[src/hw/csr_pkg.sv]
// csr_pkg: file addresses, reset values and field layout of the core register bank
// assumes: consumed by csr_core_special_register_bank and its leaf module
package csr_pkg;
  localparam logic [4:0] CSR_ADDR_INDIRECT = 5'h00;
  localparam logic [4:0] CSR_ADDR_TIMER = 5'h01;
  localparam logic [4:0] CSR_ADDR_PC_LOW = 5'h02;
  localparam logic [4:0] CSR_ADDR_FLAGS = 5'h03;
  localparam logic [4:0] CSR_ADDR_POINTER = 5'h04;
  localparam logic [4:0] CSR_ADDR_PORT_A = 5'h05;
  localparam logic [4:0] CSR_ADDR_PORT_B = 5'h06;
  localparam logic [4:0] CSR_ADDR_PORT_C = 5'h07;
  localparam logic [7:0] CSR_RST_PC_LOW = 8'hFF;
  localparam logic [7:0] CSR_RST_DIR = 8'hFF;
  localparam logic [5:0] CSR_RST_CFG = 6'h3F;
  localparam logic [7:0] CSR_RST_FLAGS = 8'h18;
  localparam logic [7:0] CSR_RST_PTR_BIG = 8'h80;
  localparam logic [7:0] CSR_RST_PTR_SMALL = 8'hE0;
  localparam logic [7:0] CSR_PTR_SMALL_MASK = 8'hE0;
  localparam logic [7:0] CSR_PORT_A_MASK = 8'h0F;
  localparam logic [7:0] CSR_FLAGS_WMASK = 8'hE7;
  localparam int CSR_FLAG_TIMEOUT = 4;
  localparam int CSR_FLAG_POWERDOWN = 3;
  localparam logic [1:0] CSR_DIR_SEL_A = 2'h1;
  localparam logic [1:0] CSR_DIR_SEL_B = 2'h2;
  localparam logic [1:0] CSR_DIR_SEL_C = 2'h3;
endpackage : csr_pkg

[src/hw/csr_byte_reg.sv]
// csr_byte_reg: one file register with mask-limited write and load on reset pulse
// assumes: clocked by the core clock, reset already synchronised
`timescale 1ns/100ps
`default_nettype none
module csr_byte_reg
  import csr_pkg::*;
#(
  parameter int WIDTH = 8,
  parameter logic [WIDTH-1:0] RST_VAL = '0,
  parameter logic [WIDTH-1:0] IMPL_MASK = '1
) (
  input wire logic clk,
  input wire logic rst_n,
  input wire logic soft_rst,
  input wire logic [WIDTH-1:0] soft_set,
  input wire logic [WIDTH-1:0] soft_keep,
  input wire logic wr_en,
  input wire logic [WIDTH-1:0] wr_data,
  output logic [WIDTH-1:0] value
);
  logic [WIDTH-1:0] data_reg;
  logic [WIDTH-1:0] data_next;

  // a zero-width register would leave the value port without bits
  if (WIDTH < 1) begin : g_width_check
    $error("csr_byte_reg: WIDTH must be at least 1");
  end

  always_comb begin
    data_next = data_reg;
    if (soft_rst) begin
      data_next = (data_reg & soft_keep) | soft_set;
    end else if (wr_en) begin
      data_next = wr_data & IMPL_MASK;
    end
  end

  always_ff @(posedge clk or negedge rst_n) begin
    if (!rst_n) begin
      data_reg <= RST_VAL & IMPL_MASK;
    end else begin
      data_reg <= data_next;
    end
  end

  assign value = data_reg;
endmodule : csr_byte_reg
`default_nettype wire

[src/hw/csr_core_special_register_bank.sv]
// csr_core_special_register_bank: core special registers at file 00h..07h plus
// pin direction and timer/prescaler configuration, which have no file address.
// assumes: the processor core drives one access per clock, synchronous to clk;
// data memory beyond 07h lives outside and is reached through mem_* ports.
// What this block does
// RULE1: pointer at 04h addresses data memory; top bit one after power-on.
// RULE2: small-memory parts: pointer top three bits one on any reset, rest kept on warm reset, zero after power-on.
// RULE3: low program counter byte at 02h resets to ones; upper bits unreachable.
// RULE4: without third port, 07h is a plain general-purpose register.
// RULE5: unimplemented bits read zero; port A at 05h has only bits 3..0.
// RULE6: 00h reads and writes the data-memory location named by the pointer.
// RULE7: configuration-load instruction copies working register into 6-bit config.
// RULE8: every reset sets all six configuration bits.
`timescale 1ns/100ps
`default_nettype none
module csr_core_special_register_bank
  import csr_pkg::*;
#(
  parameter bit SMALL_MEMORY = 1'b0,
  parameter bit HAS_PORT_C = 1'b1
) (
  input wire logic clk,
  input wire logic rst_n,
  input wire logic ext_wdt_reset,
  input wire logic wdt_reset_cause,
  input wire logic file_rd,
  input wire logic file_wr,
  input wire logic [4:0] file_addr,
  input wire logic [7:0] file_wdata,
  output logic [7:0] file_rdata,
  output logic file_hit,
  output logic mem_rd,
  output logic mem_wr,
  output logic [7:0] mem_addr,
  output logic [7:0] mem_wdata,
  input wire logic [7:0] mem_rdata,
  input wire logic [7:0] work_reg,
  input wire logic cfg_load,
  input wire logic dir_load,
  input wire logic [1:0] dir_sel,
  input wire logic pc_load,
  input wire logic [7:0] pc_low_in,
  input wire logic timer_load,
  input wire logic [7:0] timer_in,
  input wire logic flags_load,
  input wire logic [7:0] flags_in,
  input wire logic [7:0] port_a_in,
  input wire logic [7:0] port_b_in,
  input wire logic [7:0] port_c_in,
  input wire logic sleep_enter,
  input wire logic wdt_clear,
  output logic [7:0] pc_low,
  output logic [7:0] timer_count,
  output logic [7:0] flags,
  output logic [7:0] indirect_pointer,
  output logic [7:0] port_a_out,
  output logic [7:0] port_b_out,
  output logic [7:0] port_c_out,
  output logic [7:0] dir_a,
  output logic [7:0] dir_b,
  output logic [7:0] dir_c,
  output logic [5:0] timer_prescaler_config
);
  logic rst_sync1_reg;
  logic rst_sync2_reg;
  logic srst_n;

  // release of the asynchronous reset is brought onto the clock
  always_ff @(posedge clk or negedge rst_n) begin
    if (!rst_n) begin
      rst_sync1_reg <= 1'b0;
      rst_sync2_reg <= 1'b0;
    end else begin
      rst_sync1_reg <= 1'b1;
      rst_sync2_reg <= rst_sync1_reg;
    end
  end
  assign srst_n = rst_sync2_reg;

  logic wr_ind, wr_tmr, wr_pc_low, wr_flg, wr_ptr, wr_pa, wr_pb, wr_pc;
  assign wr_ind = file_wr && (file_addr == CSR_ADDR_INDIRECT);
  assign wr_tmr = file_wr && (file_addr == CSR_ADDR_TIMER);
  assign wr_pc_low = file_wr && (file_addr == CSR_ADDR_PC_LOW);
  assign wr_flg = file_wr && (file_addr == CSR_ADDR_FLAGS);
  assign wr_ptr = file_wr && (file_addr == CSR_ADDR_POINTER);
  assign wr_pa = file_wr && (file_addr == CSR_ADDR_PORT_A);
  assign wr_pb = file_wr && (file_addr == CSR_ADDR_PORT_B);
  assign wr_pc = file_wr && (file_addr == CSR_ADDR_PORT_C);

  // register of the larger part resets to the power-on value only
  localparam logic [7:0] PTR_RST = SMALL_MEMORY ? CSR_RST_PTR_SMALL : CSR_RST_PTR_BIG;
  localparam logic [7:0] PTR_KEEP = SMALL_MEMORY ? ~CSR_PTR_SMALL_MASK : 8'hFF;
  localparam logic [7:0] PTR_SET = SMALL_MEMORY ? CSR_PTR_SMALL_MASK : 8'h00;

  // pointer; warm reset on the small part forces top bits, keeps the rest
  csr_byte_reg #(.WIDTH(8), .RST_VAL(PTR_RST)) u_pointer (
    .clk(clk), .rst_n(srst_n), .soft_rst(ext_wdt_reset), // [RULE1] [RULE2]
    .soft_set(PTR_SET), .soft_keep(PTR_KEEP),
    .wr_en(wr_ptr), .wr_data(file_wdata), .value(indirect_pointer)
  );

  // only the low byte exists here; the upper bits stay inside the core
  csr_byte_reg #(.WIDTH(8), .RST_VAL(CSR_RST_PC_LOW)) u_pc_low (
    .clk(clk), .rst_n(srst_n), .soft_rst(ext_wdt_reset), // [RULE3]
    .soft_set(CSR_RST_PC_LOW), .soft_keep(8'h00),
    .wr_en(wr_pc_low || pc_load), .wr_data(wr_pc_low ? file_wdata : pc_low_in),
    .value(pc_low)
  );

  csr_byte_reg #(.WIDTH(8)) u_timer (
    .clk(clk), .rst_n(srst_n), .soft_rst(1'b0),
    .soft_set(8'h00), .soft_keep(8'hFF),
    .wr_en(wr_tmr || timer_load), .wr_data(wr_tmr ? file_wdata : timer_in),
    .value(timer_count)
  );

  // port output latches; port A keeps only its four pins
  csr_byte_reg #(.WIDTH(8), .IMPL_MASK(CSR_PORT_A_MASK)) u_port_a (
    .clk(clk), .rst_n(srst_n), .soft_rst(1'b0),
    .soft_set(8'h00), .soft_keep(8'hFF),
    .wr_en(wr_pa), .wr_data(file_wdata), .value(port_a_out) // [RULE5]
  );

  csr_byte_reg #(.WIDTH(8)) u_port_b (
    .clk(clk), .rst_n(srst_n), .soft_rst(1'b0),
    .soft_set(8'h00), .soft_keep(8'hFF),
    .wr_en(wr_pb), .wr_data(file_wdata), .value(port_b_out)
  );

  // on parts without the third port this same latch is plain storage
  csr_byte_reg #(.WIDTH(8)) u_port_c (
    .clk(clk), .rst_n(srst_n), .soft_rst(1'b0),
    .soft_set(8'h00), .soft_keep(8'hFF),
    .wr_en(wr_pc), .wr_data(file_wdata), .value(port_c_out) // [RULE4]
  );

  // timer/prescaler configuration, write-only, loaded from the working register
  csr_byte_reg #(.WIDTH(6), .RST_VAL(CSR_RST_CFG)) u_cfg (
    .clk(clk), .rst_n(srst_n), .soft_rst(ext_wdt_reset), // [RULE8]
    .soft_set(CSR_RST_CFG), .soft_keep(6'h00),
    .wr_en(cfg_load), .wr_data(work_reg[5:0]), // [RULE7]
    .value(timer_prescaler_config)
  );

  // pin direction latches, all inputs after any reset
  logic [7:0] dir_a_reg, dir_a_next, dir_b_reg, dir_b_next, dir_c_reg, dir_c_next;

  always_comb begin
    dir_a_next = dir_a_reg;
    dir_b_next = dir_b_reg;
    dir_c_next = dir_c_reg;
    if (ext_wdt_reset) begin
      dir_a_next = CSR_RST_DIR;
      dir_b_next = CSR_RST_DIR;
      dir_c_next = CSR_RST_DIR;
    end else if (dir_load) begin
      if (dir_sel == CSR_DIR_SEL_A) begin
        dir_a_next = work_reg;
      end
      if (dir_sel == CSR_DIR_SEL_B) begin
        dir_b_next = work_reg;
      end
      if (dir_sel == CSR_DIR_SEL_C && HAS_PORT_C) begin
        dir_c_next = work_reg;
      end
    end
  end

  always_ff @(posedge clk or negedge srst_n) begin
    if (!srst_n) begin
      dir_a_reg <= CSR_RST_DIR;
      dir_b_reg <= CSR_RST_DIR;
      dir_c_reg <= CSR_RST_DIR;
    end else begin
      dir_a_reg <= dir_a_next;
      dir_b_reg <= dir_b_next;
      dir_c_reg <= dir_c_next;
    end
  end

  assign dir_a = dir_a_reg & CSR_PORT_A_MASK;
  assign dir_b = dir_b_reg;
  assign dir_c = dir_c_reg;

  // processor flags: timeout/powerdown are read-only to the file path
  logic [7:0] flags_reg, flags_next;

  always_comb begin
    flags_next = flags_reg;
    if (flags_load) begin
      flags_next = flags_in;
    end
    if (wr_flg) begin
      flags_next = (flags_next & ~CSR_FLAGS_WMASK) | (file_wdata & CSR_FLAGS_WMASK);
    end
    if (ext_wdt_reset) begin
      flags_next[7:5] = 3'h0;
      flags_next[CSR_FLAG_TIMEOUT] = ~wdt_reset_cause;
    end
    if (wdt_clear) begin
      flags_next[CSR_FLAG_TIMEOUT] = 1'b1;
      flags_next[CSR_FLAG_POWERDOWN] = 1'b1;
    end
    if (sleep_enter) begin
      flags_next[CSR_FLAG_TIMEOUT] = 1'b1;
      flags_next[CSR_FLAG_POWERDOWN] = 1'b0;
    end
  end

  always_ff @(posedge clk or negedge srst_n) begin
    if (!srst_n) begin
      flags_reg <= CSR_RST_FLAGS;
    end else begin
      flags_reg <= flags_next;
    end
  end
  assign flags = flags_reg;

  // indirect access goes straight through to data memory
  assign mem_addr = indirect_pointer; // [RULE6]
  assign mem_rd = file_rd && (file_addr == CSR_ADDR_INDIRECT); // [RULE6]
  assign mem_wr = wr_ind; // [RULE6]
  assign mem_wdata = file_wdata;

  // read mux; port pins read live, unimplemented bits read zero
  logic [7:0] rdata;
  always_comb begin
    rdata = 8'h00;
    file_hit = 1'b1;
    unique case (file_addr)
      CSR_ADDR_INDIRECT: rdata = mem_rdata; // [RULE6]
      CSR_ADDR_TIMER: rdata = timer_count;
      CSR_ADDR_PC_LOW: rdata = pc_low; // [RULE3]
      CSR_ADDR_FLAGS: rdata = flags_reg;
      CSR_ADDR_POINTER: rdata = indirect_pointer;
      CSR_ADDR_PORT_A: rdata = port_a_in & CSR_PORT_A_MASK; // [RULE5]
      CSR_ADDR_PORT_B: rdata = port_b_in;
      CSR_ADDR_PORT_C: rdata = HAS_PORT_C ? port_c_in : port_c_out; // [RULE4]
      default: begin
        rdata = 8'h00;
        file_hit = 1'b0;
      end
    endcase
  end
  assign file_rdata = file_rd ? rdata : 8'h00;
endmodule : csr_core_special_register_bank
`default_nettype wire

[config.mk]
export PLATFORM = sky130hd
export DESIGN_NAME = csr_core_special_register_bank
export DESIGN_NICKNAME = d
export VERILOG_FILES = /design/src/hw/csr_pkg.sv /design/src/hw/csr_byte_reg.sv /design/src/hw/csr_core_special_register_bank.sv
export SDC_FILE = /design/constraint.sdc
export NUM_CORES = 1
export LEC_CHECK = 0
export BUFFER_PORTS_ARGS = -buffer_cell sky130_fd_sc_hd__clkbuf_2
export CAP_MARGIN = 20
export CORE_UTILIZATION = 50
export CTS_BUF_LIST = sky130_fd_sc_hd__clkbuf_4 sky130_fd_sc_hd__clkbuf_8
export DETAILED_ROUTE_END_ITERATION = 10
export PLACE_DENSITY_LB_ADDON = 0.1
export RECOVER_POWER = 50
export SETUP_SLACK_MARGIN = 0.5
export SYNTH_ARGS = -nofsm -noshare
export SYNTH_HDL_FRONTEND = slang
export SYNTH_HIERARCHICAL = 1
export SYNTH_SLANG_ARGS = --single-unit
[constraint.sdc]
create_clock -name clk -period 3.3 [get_ports clk]
set_input_delay 0.33 -clock clk [delete_from_list [all_inputs] [get_ports clk]]
set_output_delay 0.33 -clock clk [all_outputs]
set_load 0.05 [all_outputs]
Word level (Yosys, flattened, before mapping)
Index checks and enable logic that the tools add are counted.
{ "totals": {"ff_bits": 80, "output_inout_bits": 113} }
{ "classes": {"eq_ne": 10, "n_mux": 23, "bitwise_logic": 3, "n_reduce_logical": 25} }
{ "ops": {"columns": ["operator", "n"], "rows": [
  ["2-to-1 mux 8 bit", 13],
  ["case mux 8 bit (8 select lines)", 1],
  ["equality test 5 x 3 -> 1 bit (second input constant)", 4],
  ["2-to-1 mux 4 bit", 4],
  ["nonzero test 2 bit", 7],
  ["2-to-1 mux 6 bit", 2],
  ["equality test 5 x 2 -> 1 bit (second input constant)", 2],
  ["logical AND 1 bit", 9],
  ["OR 5 x 8 -> 8 bit", 1],
  ["AND reduction 2 bit", 4],
  ["OR reduction 8 bit", 1],
  ["equality test 5 x 1 -> 1 bit (second input constant)", 1],
  ["zero test 5 bit", 1],
  ["equality test 2 bit (second input constant)", 2],
  ["2-to-1 mux 2 bit", 2],
  ["nonzero test 3 bit", 1],
  ["equality test 2 x 1 -> 1 bit (second input constant)", 1],
  ["logical OR 1 bit", 2],
  ["NOT 1 bit", 2],
  ["2-to-1 mux 1 bit", 1]
]} }

Longest topological paths before layout
Gate-level depths: netlist (run 1).
{ "logic_depth": {"depth_word": 6, "ltp_mapped": 8, "ltp_nobuf": 5} }

By module
The synthesis (run 1) kept the hierarchy.
{ "modules_own_cells": {"columns": ["module", "instances", "cells_per_inst", "area_each_um2", "seq_area_each_um2"], "rows": [
  ["csr_core_special_register_bank", 1, 240, 2339.7, 778.2],
  ["csr_byte_reg at u_port_b ...", 3, 37, 437.9, 200.2],
  ["csr_byte_reg at u_pc_low", 1, 37, 447.9, 210.2],
  ["csr_byte_reg at u_pointer", 1, 37, 439.2, 201.4],
  ["csr_byte_reg at u_port_a", 1, 34, 406.6, 200.2],
  ["csr_byte_reg at u_cfg", 1, 29, 366.6, 157.7]
]} }

Worst setup path after synthesis (run 1)
Ideal clock, no wire load.
{ "synth_timing": {"path_kind": "input to output", "startpoint": "input file_addr[1]", "endpoint": "output mem_rd", "arrival_ns": 2.265, "required_time_ns": 2.970, "path_slack_ns": 0.705, "cell_stages": 3, "path_buffers": 1, "cell_sequence": "or4_1 clkbuf_1 nor3b_1"} }
{ "synth_via": {"elab_chain_cells": 2} }
{ "synth_lines": {"columns": ["element", "line_no", "rtl"], "rows": [
  ["from (decl)", "csr_core_special_register_bank.sv:28", "input wire logic [4:0] file_addr,"],
  ["zero test 5 bit", "csr_core_special_register_bank.sv:221", "assign mem_rd = file_rd && (file_addr == CSR_ADDR_INDIRECT);"],
  ["logical AND 1 bit", "csr_core_special_register_bank.sv:221", null],
  ["to (decl)", "csr_core_special_register_bank.sv:32", "output logic mem_rd,"]
]} }
Every way passes these cells.

Worst setup path in the final report (run 1)
{ "layout_timing": {"startpoint": "input file_addr[0]", "endpoint": "register u_pc_low.data_reg[2], in the netlist u_pc_low/value[2]"} }
{ "layout_via": {"elab_chain_cells": 5} }
{ "layout_lines": {"columns": ["element", "line_no", "rtl"], "rows": [
  ["equality test 5 x 2 -> 1 bit *", "csr_core_special_register_bank.sv:83", "assign wr_pc_low = file_wr && (file_addr == CSR_ADDR_PC_LOW);"],
  ["logical AND 1 bit *", "csr_core_special_register_bank.sv:83", null],
  ["2-to-1 mux 8 bit", "csr_core_special_register_bank.sv:106", ".wr_en(wr_pc_low || pc_load), .wr_data(wr_pc_low ? file_wdata : pc_low_in),"],
  ["2-to-1 mux 8 bit", "csr_byte_reg.sv:33", "end else if (wr_en) begin"],
  ["2-to-1 mux 8 bit", "csr_byte_reg.sv:31", "if (soft_rst) begin"],
  ["to (signal assigned)", "csr_byte_reg.sv:40", "data_reg <= RST_VAL & IMPL_MASK;"],
  ["to (signal assigned)", "csr_byte_reg.sv:42", "data_reg <= data_next;"],
  ["to (decl)", "csr_byte_reg.sv:21", "logic [WIDTH-1:0] data_reg;"]
]} }
Every way passes the cells marked *; elsewhere a longest branch is shown, timed or not. The select of a mux whose other input is x is not followed.
A chain may end at the register's enable or synchronous reset.

==> flow_results.org, run 1 <==
** Run status
- Run status :: finished, violations left
- The final reports fail on max-capacitance violations, max-slew violations.

** Min path
- Worst Hold Depth :: 2
- Worst min-delay path class :: in2reg
- The startpoint identified for the worst hold timing path is sleep_enter.
- For hold timing, the worst endpoint is flags[3].

** Global routing
- Entering global routing, the biggest net connects 83 pins.
- Met2 Track Usage GR :: 0.4527
- First-pass GRT wire length :: 22.87 mm
- Global routing finished with a remaining overflow of 0.
- Met1 Resource Use GR :: 0.3535
- Initial antenna violation count :: 0
- Combined global-route utilization of all metal layers :: 0.2696
- Most utilized layer in the global route result :: met2
- The number of global-route vias before repair came to 4,478.
- Met3 Track Usage GR :: 0.04741

** Power
- Gate power share :: 0.343
- VDD sags by at most 0.0002394 V.
- Of the total power, registers draw 0.424.
- Of the total power, the share spent switching nets is 0.4189.
- Static Leak :: 0.003457 uW
- For this design the total switching power over the nets is 1251 uW.
- Dividing total power by cell area gives a power density of 441.3 nW/um^2.
- The internal power of the cells totals 1736 uW.
- The share of total power dissipated in the clock network is 0.232.

** Yosys
- For this run, the number of Yosys warnings is 6.
- Top-area cell type share of the netlist area :: 0.2486
- For this run, asynchronously set or reset flops after synthesis account for 1.000.
- In the post-synthesis netlist, the biggest area contributors are sky130_fd_sc_hd__mux2i_1, sky130_fd_sc_hd__dfrtp_1, sky130_fd_sc_hd__dfstp_2.
- Main synth FF type :: sky130_fd_sc_hd__dfrtp_1
- Average cell area after synthesis :: 10.89 um^2
- Cells after Synth :: 488
- By count the netlist is led by sky130_fd_sc_hd__mux2i_1, sky130_fd_sc_hd__a21oi_1, sky130_fd_sc_hd__dfrtp_1.
- For this run, the register share of the synthesized area comes to 0.4043.
- The synthesized netlist occupies a cell area of 5314 um^2.
- Most frequent cell after synthesis :: sky130_fd_sc_hd__mux2i_1
- #FFs+latches synth :: 84
- Number of flops mapped to enable cells by yosys :: 0
- Number of different library cells in the post-synthesis netlist :: 40
- Cell accounting for the most synthesized area :: sky130_fd_sc_hd__mux2i_1

** Timing
- Peak clock frequency supported by timing :: 404.2 MHz
- Final Critical Period :: 2.474 ns
- For the pin with the worst max-slew slack, the measured transition is 1.645 ns.
- On the final layout, the worst clock skew is 0.01020 ns.
- The number of hold-slack violations in the final timing report was 0.
- Setup tns final :: 0 ns
- Number of setup violations in the final report :: 0
- Max Transition Viols Final :: 71
- In this run the tightest slew margin relative to its limit is -0.09647.
- Setup repair after global routing left no endpoint under its margin.
- Final Cycle Share :: 0.7497
- Crit path setup slack, layout :: 0.8259 ns

** Floorplan
- Initial cell density of the core :: 0.5147
- Total Die Area :: 11,040 um^2
- Number of placement rows :: 37
- In this run the standard cell core region covers 10,320 um^2.
- Floorplan die width :: 105.1 um
- In this run the count of I/O pins placed on the die edge is 205.
- In this run the vertical extent of the chip is 105.1 um.

** Drt
- The detailed router finished its first iteration with 201 violations.
- Wire length reported by the detailed router :: 14.62 mm
- Dividing the detail-routed wire length by the instance count gives 15.98 um.
- Via count :: 4,531
- Number of iterations in the first detailed-routing pass :: 4
- The count of nets left with antenna violations once routing finished came out at 0.
- Dividing the detail-routed via count by the number of cells gives 4.952.
- For this run, design rule violations remaining after detail routing come to 0.

** Worst setup path
- Counting both buffers and inverters, the worst setup path holds a total of 1.
- Worst path max stage delay :: 0.72 ns
- Crit Reg-Reg Startpoint :: rst_sync2_reg
- Arrival @ worst endpoint :: 2.70 ns
- Delay-heaviest family, CP :: simple AND/OR/NAND/NOR gates
- Worst path slowest cell :: sky130_fd_sc_hd__or4b_1
- Flop-to-flop setup slack :: 1.60 ns
- Depth of the most critical reg-to-reg path :: 1
- Data on the critical path is required at its endpoint by 3.52 ns.
- In this run the worst path has a maximum fanout of 10.
- Capture point of the worst reg-to-reg path :: u_pc_low/value[0]
- The worst setup path is captured at a flop.
- CP Launch Type :: primary input
- The critical path is of the in2reg type.
- List of cells traversed by the critical path :: clkbuf_2 -> or4b_1 -> or3b_1 -> nand2b_1 -> mux2i_1 -> mux2i_1
- Most frequent CP cell :: sky130_fd_sc_hd__mux2i_1

** CTS
- Htree depth :: 3
- Setup Buffers After CTS :: 0
- For this design, the sink count on the clock tree is 84.
- Cell at the root of the clock tree :: sky130_fd_sc_hd__clkbuf_8
- After clock tree synthesis, the clock-pin slew on the worst setup and hold paths is 0.09 ns.
- Max Buffers Root-to-Sink :: 2
- CTS tree :: built
- The number of gates resized after CTS was 0.
- TritonCTS Buffers :: 9
- Worst skew pair latency :: 0.35 ns
- CTS Hold Bufs :: 1

** Layout
- Area growth, synth to finish :: 27.38%
- Total inserted antenna cells :: 0
- In the final layout, the share of cells above drive strength 1 is 0.3273.
- The net count of the finished layout is 866.

** Placed design
- At the placement stage, the worst setup path has a slack of 0.5079 ns.
- Count of buffers from port buffering :: 196
- Summed over all nets, the half-perimeter wirelength after detailed placement is 10.99 mm.
- RD Place Congestion :: 0.8559

** Job
- Max-capacitance violation count :: 2
placed cells by master (no fill, tap or decap), types with 9 or more instances in the layout:
cell type / instances
sky130_fd_sc_hd__a21oi_1: 49
sky130_fd_sc_hd__mux2i_1: 132
sky130_fd_sc_hd__dfstp_2: 36
sky130_fd_sc_hd__nand3b_1: 16
sky130_fd_sc_hd__conb_1: 121
sky130_fd_sc_hd__clkbuf_8: 9
sky130_fd_sc_hd__mux2_4: 16
sky130_fd_sc_hd__nand2_1: 36
sky130_fd_sc_hd__nor2b_1: 11
sky130_fd_sc_hd__dfrtp_1: 47
sky130_fd_sc_hd__clkbuf_1: 28
sky130_fd_sc_hd__o22ai_1: 16
sky130_fd_sc_hd__clkbuf_2: 169
power by group through the flow:
stage	clock, uW	combinational [uW]	sequential (uW)
after floorplan	0	421	1640
after global placement	0	998	1290
after detailed placement	0	1020	1300
after CTS	715	1020	1280
after global routing	745	1090	1290
final	694	1030	1270
per-layer routing:
layer | share of wire | up-vias
li1 | - | 2190
met1 | 0.44 | 2171
met4 | 0.016 | 0
met3 | 0.062 | 19
met2 | 0.48 | 151
met5 | 0 | -
stage by stage:
| stage | cells | power [uW] | util | hold WS, ns | instance area, um^2 |
|---|---|---|---|---|---|
| 2_1_floorplan | 607 | 2065 | - | 0.03441 | 5761 |
| 3_3_place_gp | 897 | 2288 | 0.6405 | 0.1149 | 6613 |
| 3_5_place_dp | 897 | 2314 | 0.6405 | 0.1177 | 6613 |
| 4_1_cts | 914 | 3015 | 0.6585 | 0.08647 | 6798 |
| 5_1_grt | 915 | 3116 | 0.6557 | 0.1097 | 6769 |
| 6_report | 915 | 2987 | 0.6557 | 0.1087 | 6769 |
final cells by class:
| class | count | area [um^2] |
|---|---|---|
| clock buffer | 10 | 131.4 |
| clock inverter | 6 | 43.79 |
| fill | 875 | 3555 |
| inverter | 8 | 30.03 |
| multi-input combinational | 464 | 3204 |
| sequential | 84 | 2148 |
| tap | 136 | 170.2 |
| timing repair buffer | 207 | 1041 |
cell families (layout without fill, tap and decap cells):
group | count (synthesis) | count (layout) | share of synthesized area
AOI/OAI and AO/OA | 92 | 92 | 0.1151
muxes | 148 | 148 | 0.2939
and+or+nand+nor | 103 | 103 | 0.1100
DFF | 84 | 84 | 0.4043
other | 2 | 121 | 0.001413
buffers and inverters | 59 | 231 | 0.07535
how the worst max path moves through the flow:
stage	start	endpoint	cells after the start
6_report	file_addr[0]	u_pc_low/value[2]	6
4_1_cts	file_addr[1]	file_rdata[3]	6
5_1_grt	file_addr[0]	u_pc_low/value[2]	6
3_3_place_gp	file_addr[0]	u_pc_low/value[2]	6
2_1_floorplan	file_addr[1]	mem_rd	3
3_5_place_dp	file_addr[0]	u_pc_low/value[2]	6
(Power assumes the default switching activity.)
==> inputs of run 2 (changes only) <==
--- a/config.mk
+++ b/config.mk
@@ -5,6 +5,7 @@
 export SDC_FILE = /design/constraint.sdc
 export NUM_CORES = 1
 export LEC_CHECK = 0
+export ABC_AREA = 1
 export BUFFER_PORTS_ARGS = -buffer_cell sky130_fd_sc_hd__clkbuf_2
 export CAP_MARGIN = 20
 export CORE_UTILIZATION = 50
==> constraint.sdc (replaced) <==
create_clock -name clk -period 2.4 [get_ports clk]
set_input_delay 0.24 -clock clk [delete_from_list [all_inputs] [get_ports clk]]
set_output_delay 0.24 -clock clk [all_outputs]
set_load 0.05 [all_outputs]
==> flow_results.org, run 2 <==
** Timing
- Across the routed clock network, the largest skew measured is 0.01266 ns.
- For the pin with the worst max-slew slack, the measured transition is 1.160 ns.
- Hold timing on the final database bottoms out at a slack of 0.08754 ns.
- The number of slew-limit violations in the final report came to 0.
- Setup tns final :: 0 ns
- Final Critical Period :: 1.885 ns
- Setup repair after global routing could not meet its margin everywhere.
- Setup violations remaining at the end of the flow were counted as 0.
- Relative slew slack :: 0.2264
- The number of hold-slack violations in the final timing report came to 0.
- Peak clock frequency supported by timing :: 530.6 MHz
- Dividing the final minimum period by the clock period gives 0.7853.

** Placed design
- Number of cells in the design after placement :: 1,293
- Post-detail-place hpwl :: 12.48 mm
- The congestion estimate from routability-driven global placement came to 0.9035.
- In this run the tool buffered the top-level ports with 196 buffer cells.
- Placement-stage cell area :: 7154 um^2

** Yosys
- Share of the yosys chip area belonging to registers :: 0.3668
- The mapped netlist covers 5857 um^2.
- Synthesis produced a netlist whose cell count is 874.
- Average cell area after synthesis :: 6.701 um^2
- Cell accounting for the most synthesized area :: sky130_fd_sc_hd__nand2_1
- The number of different library cells used by synthesis comes to 33.
- Main synth FF type :: sky130_fd_sc_hd__dfrtp_1
- Top-area cell type share of the netlist area :: 0.2570
- Synthesis inferred 84 register bits.
- Sorting the synthesized cells by area gives the leading types as sky130_fd_sc_hd__nand2_1, sky130_fd_sc_hd__dfrtp_1, sky130_fd_sc_hd__dfstp_2.
- Async SR Flop Fraction :: 1.000
- Most instantiated cells after synthesis :: sky130_fd_sc_hd__nand2_1, sky130_fd_sc_hd__nor2_1, sky130_fd_sc_hd__inv_1
- Count of yosys warnings during synthesis :: 6
- Yosys mapped a number of flops with a built-in enable equal to 0.
- Most frequent cell after synthesis :: sky130_fd_sc_hd__nand2_1

** Layout
- At the end of the flow, the number of nets in the layout was 1,255.
- In the final layout, the share of cells above drive strength 1 is 0.2603.
- Leaving out fill and tap cells, the most frequent cell in the layout is sky130_fd_sc_hd__nand2_1.
- Area of the multi-input gates :: 3381 um^2
- Fill count :: 1,104
- Filler-free cell count of the finished design :: 1,311
- Relative to the synthesized area, the layout overhead comes to 25.81%.
- Post-Layout Inst Area :: 7368 um^2
- Total inserted antenna cells :: 0
- In the layout the commonest cells are sky130_fd_sc_hd__nand2_1, sky130_fd_sc_hd__clkbuf_2, sky130_fd_sc_hd__conb_1.
- Across the whole layout, storage elements account for 2148 um^2.

** CTS
- Counting the buffers created by CTS gives 9.
- The H-tree was split into 3 levels.
- Num Clock Sinks :: 84
- CTS tree :: built
- Cell at the root of the clock tree :: sky130_fd_sc_hd__clkbuf_8
- Register clock-pin slew on the reported worst setup and hold paths :: 0.10 ns
- At the later pin of the worst-skew pair, clock insertion delay measures 0.36 ns.
- No sink is reached through more buffers than the 2 on the longest clock path.

** Drt
- The final layout contains routed wiring with a total length of 16.22 mm.
- Via count :: 5,962
- For this run, design rule violations remaining after detail routing come to 0.
- Number of nets with antenna violations after detailed routing :: 0
- In this run, the number of DRC markers left after iteration 0 of detailed routing was 397.
- Number of iterations in the first detailed-routing pass :: 5
- Average detailed-routed wire length per instance :: 12.37 um
- After detailed routing, the number of vias per cell comes to 4.548.

** Run status
- Run status :: finished clean

** Floorplan
- Floorplan die height :: 110.2 um
- For this configuration, the core starts out at a cell density of 0.5129.
- Total Die Area :: 12,150 um^2
- The floorplan has 39 rows.
- Top-level port count :: 205
- Measured along the x axis, the die boundary spans 110.2 um.
- Area of the core :: 11,420 um^2

** Worst setup path
- Along the worst path, the maximum fanout reaches 6.
- For the worst setup path, the data required time is 2.16 ns.
- CP Launch Type :: primary input
- On the worst path, the slowest cell contributes a delay of 0.29 ns.
- The kind of cell with the highest combined delay along the critical path is buffers and inverters.
- Startpoint-to-endpoint class of the critical path :: in2out
- Total buffers and inverters traversed by the critical path :: 3
- For flop-to-flop paths, the worst setup slack is 1.07 ns.
- At the worst endpoint, the arrival time is 1.64 ns.
- Most frequent CP cell :: sky130_fd_sc_hd__nor2_1
- Worst path slowest cell :: sky130_fd_sc_hd__clkbuf_1
- The critical path goes through clkbuf_1 -> inv_1 -> nor2_4 -> nand3_1 -> nor2_1 -> nor2_1 -> a21oi_2 -> buf_4.
- Endpoint type of the worst setup path :: primary output

** Power
- The worst-case IR drop observed on VDD is 0.0003676 V.
- Power density over the cells :: 554.5 nW/um^2
- In this run the static leakage power is 0.004213 uW.

** Min path
- Worst min-delay path class :: in2reg

** Global routing
- The number of antenna violations at the first check in global routing was 0.
- The first global-routing pass estimated 24.81 mm of wire.
- After global routing the overflow that remains totals 0.
- Combined global-route utilization of all metal layers :: 0.2709
- Entering global routing, the biggest net connects 60 pins.
- Via count of the first global-routing pass :: 4,938

** Job
- The tool flagged a number of max-cap violations equal to 0.
run 2: changes by cell type after synthesis, moves of 16 or more:
cell | previous run | this run
sky130_fd_sc_hd__inv_1 | 8 | 76
sky130_fd_sc_hd__nor2_1 | 8 | 77
sky130_fd_sc_hd__o22ai_1 | 16 | 0
sky130_fd_sc_hd__mux2_4 | 16 | 0
sky130_fd_sc_hd__mux2i_1 | 132 | 0
sky130_fd_sc_hd__nand2_1 | 36 | 401
sky130_fd_sc_hd__nand4_1 | 0 | 28
sky130_fd_sc_hd__a21oi_1 | 49 | 10
sky130_fd_sc_hd__nand3_1 | 1 | 71
run 2: layer usage:
layer / global-route usage / routed length (um)
met1: 0.3750 / 7400
met3: 0.05644 / 1164
met2: 0.4272 / 7425
met4: 0.07895 / 225
met5: 0 / 0
run 2: logic make-up (layout without fill, tap and decap cells):
group                  Yosys count  after routing  share of synthesized area
flip-flops                      84             84                     0.3668
other                            2            117                   0.001282
buffers and inverters          139            318                     0.1344
AND/OR/NAND/NOR                607            607                     0.4478
multiplexers                     4              4                   0.007690
AO/OA/AOI/OAI                   38             38                    0.04208
run 2: cell type report:
class	count	area share
multi-input combinational	766	0.4588
tap	143	0.02428
clock buffer	9	0.01681
clock inverter	7	0.01002
sequential	84	0.2916
inverter	89	0.04551
timing repair buffer	213	0.1530
run 2: power breakdown:
part,total (uW),switching (uW),internal [uW]
combinational,1370,1040,324
clock,1020,612,411
sequential,1690,114,1580
run 2: worst paths after layout:
kind                            startpoint                end  cells past startpoint
hold / removal             wdt_reset_cause           flags[4]                      2
max in group asynchronous    rst_sync2_reg  u_pc_low/value[4]                      1
hold reg to reg              rst_sync1_reg      rst_sync2_reg                      0
min in group asynchronous            rst_n      rst_sync1_reg                      2
setup reg to reg             rst_sync2_reg  u_pc_low/value[4]                      1
setup / recovery              file_addr[1]      file_rdata[7]                      8
run 2: through the flow:
| stage | worst slack (ns) | utilization | power (uW) |
|---|---|---|---|
| 6_report | 0.5152 | 0.6453 | 4086 |
| 5_1_grt | 0.3283 | 0.6453 | 4309 |
| 4_1_cts | 0.5018 | 0.6463 | 4113 |
| 3_5_place_dp | 0.4729 | 0.6266 | 3083 |
| 3_3_place_gp | 0.4870 | 0.6266 | 3071 |
| 2_1_floorplan | 0.6802 | - | 2762 |
run 2: repair_timing:
| item | 4_1_cts | 5_1_grt |
|---|---|---|
| gates resized for setup | 2 | 26 |
| hold buffers | 2 | 0 |
| setup endpoints to repair | 7 | 8 |
| setup buffers | 0 | 0 |
| hold endpoints to repair | 3 | 0 |
| pin swaps | 0 | 1 |
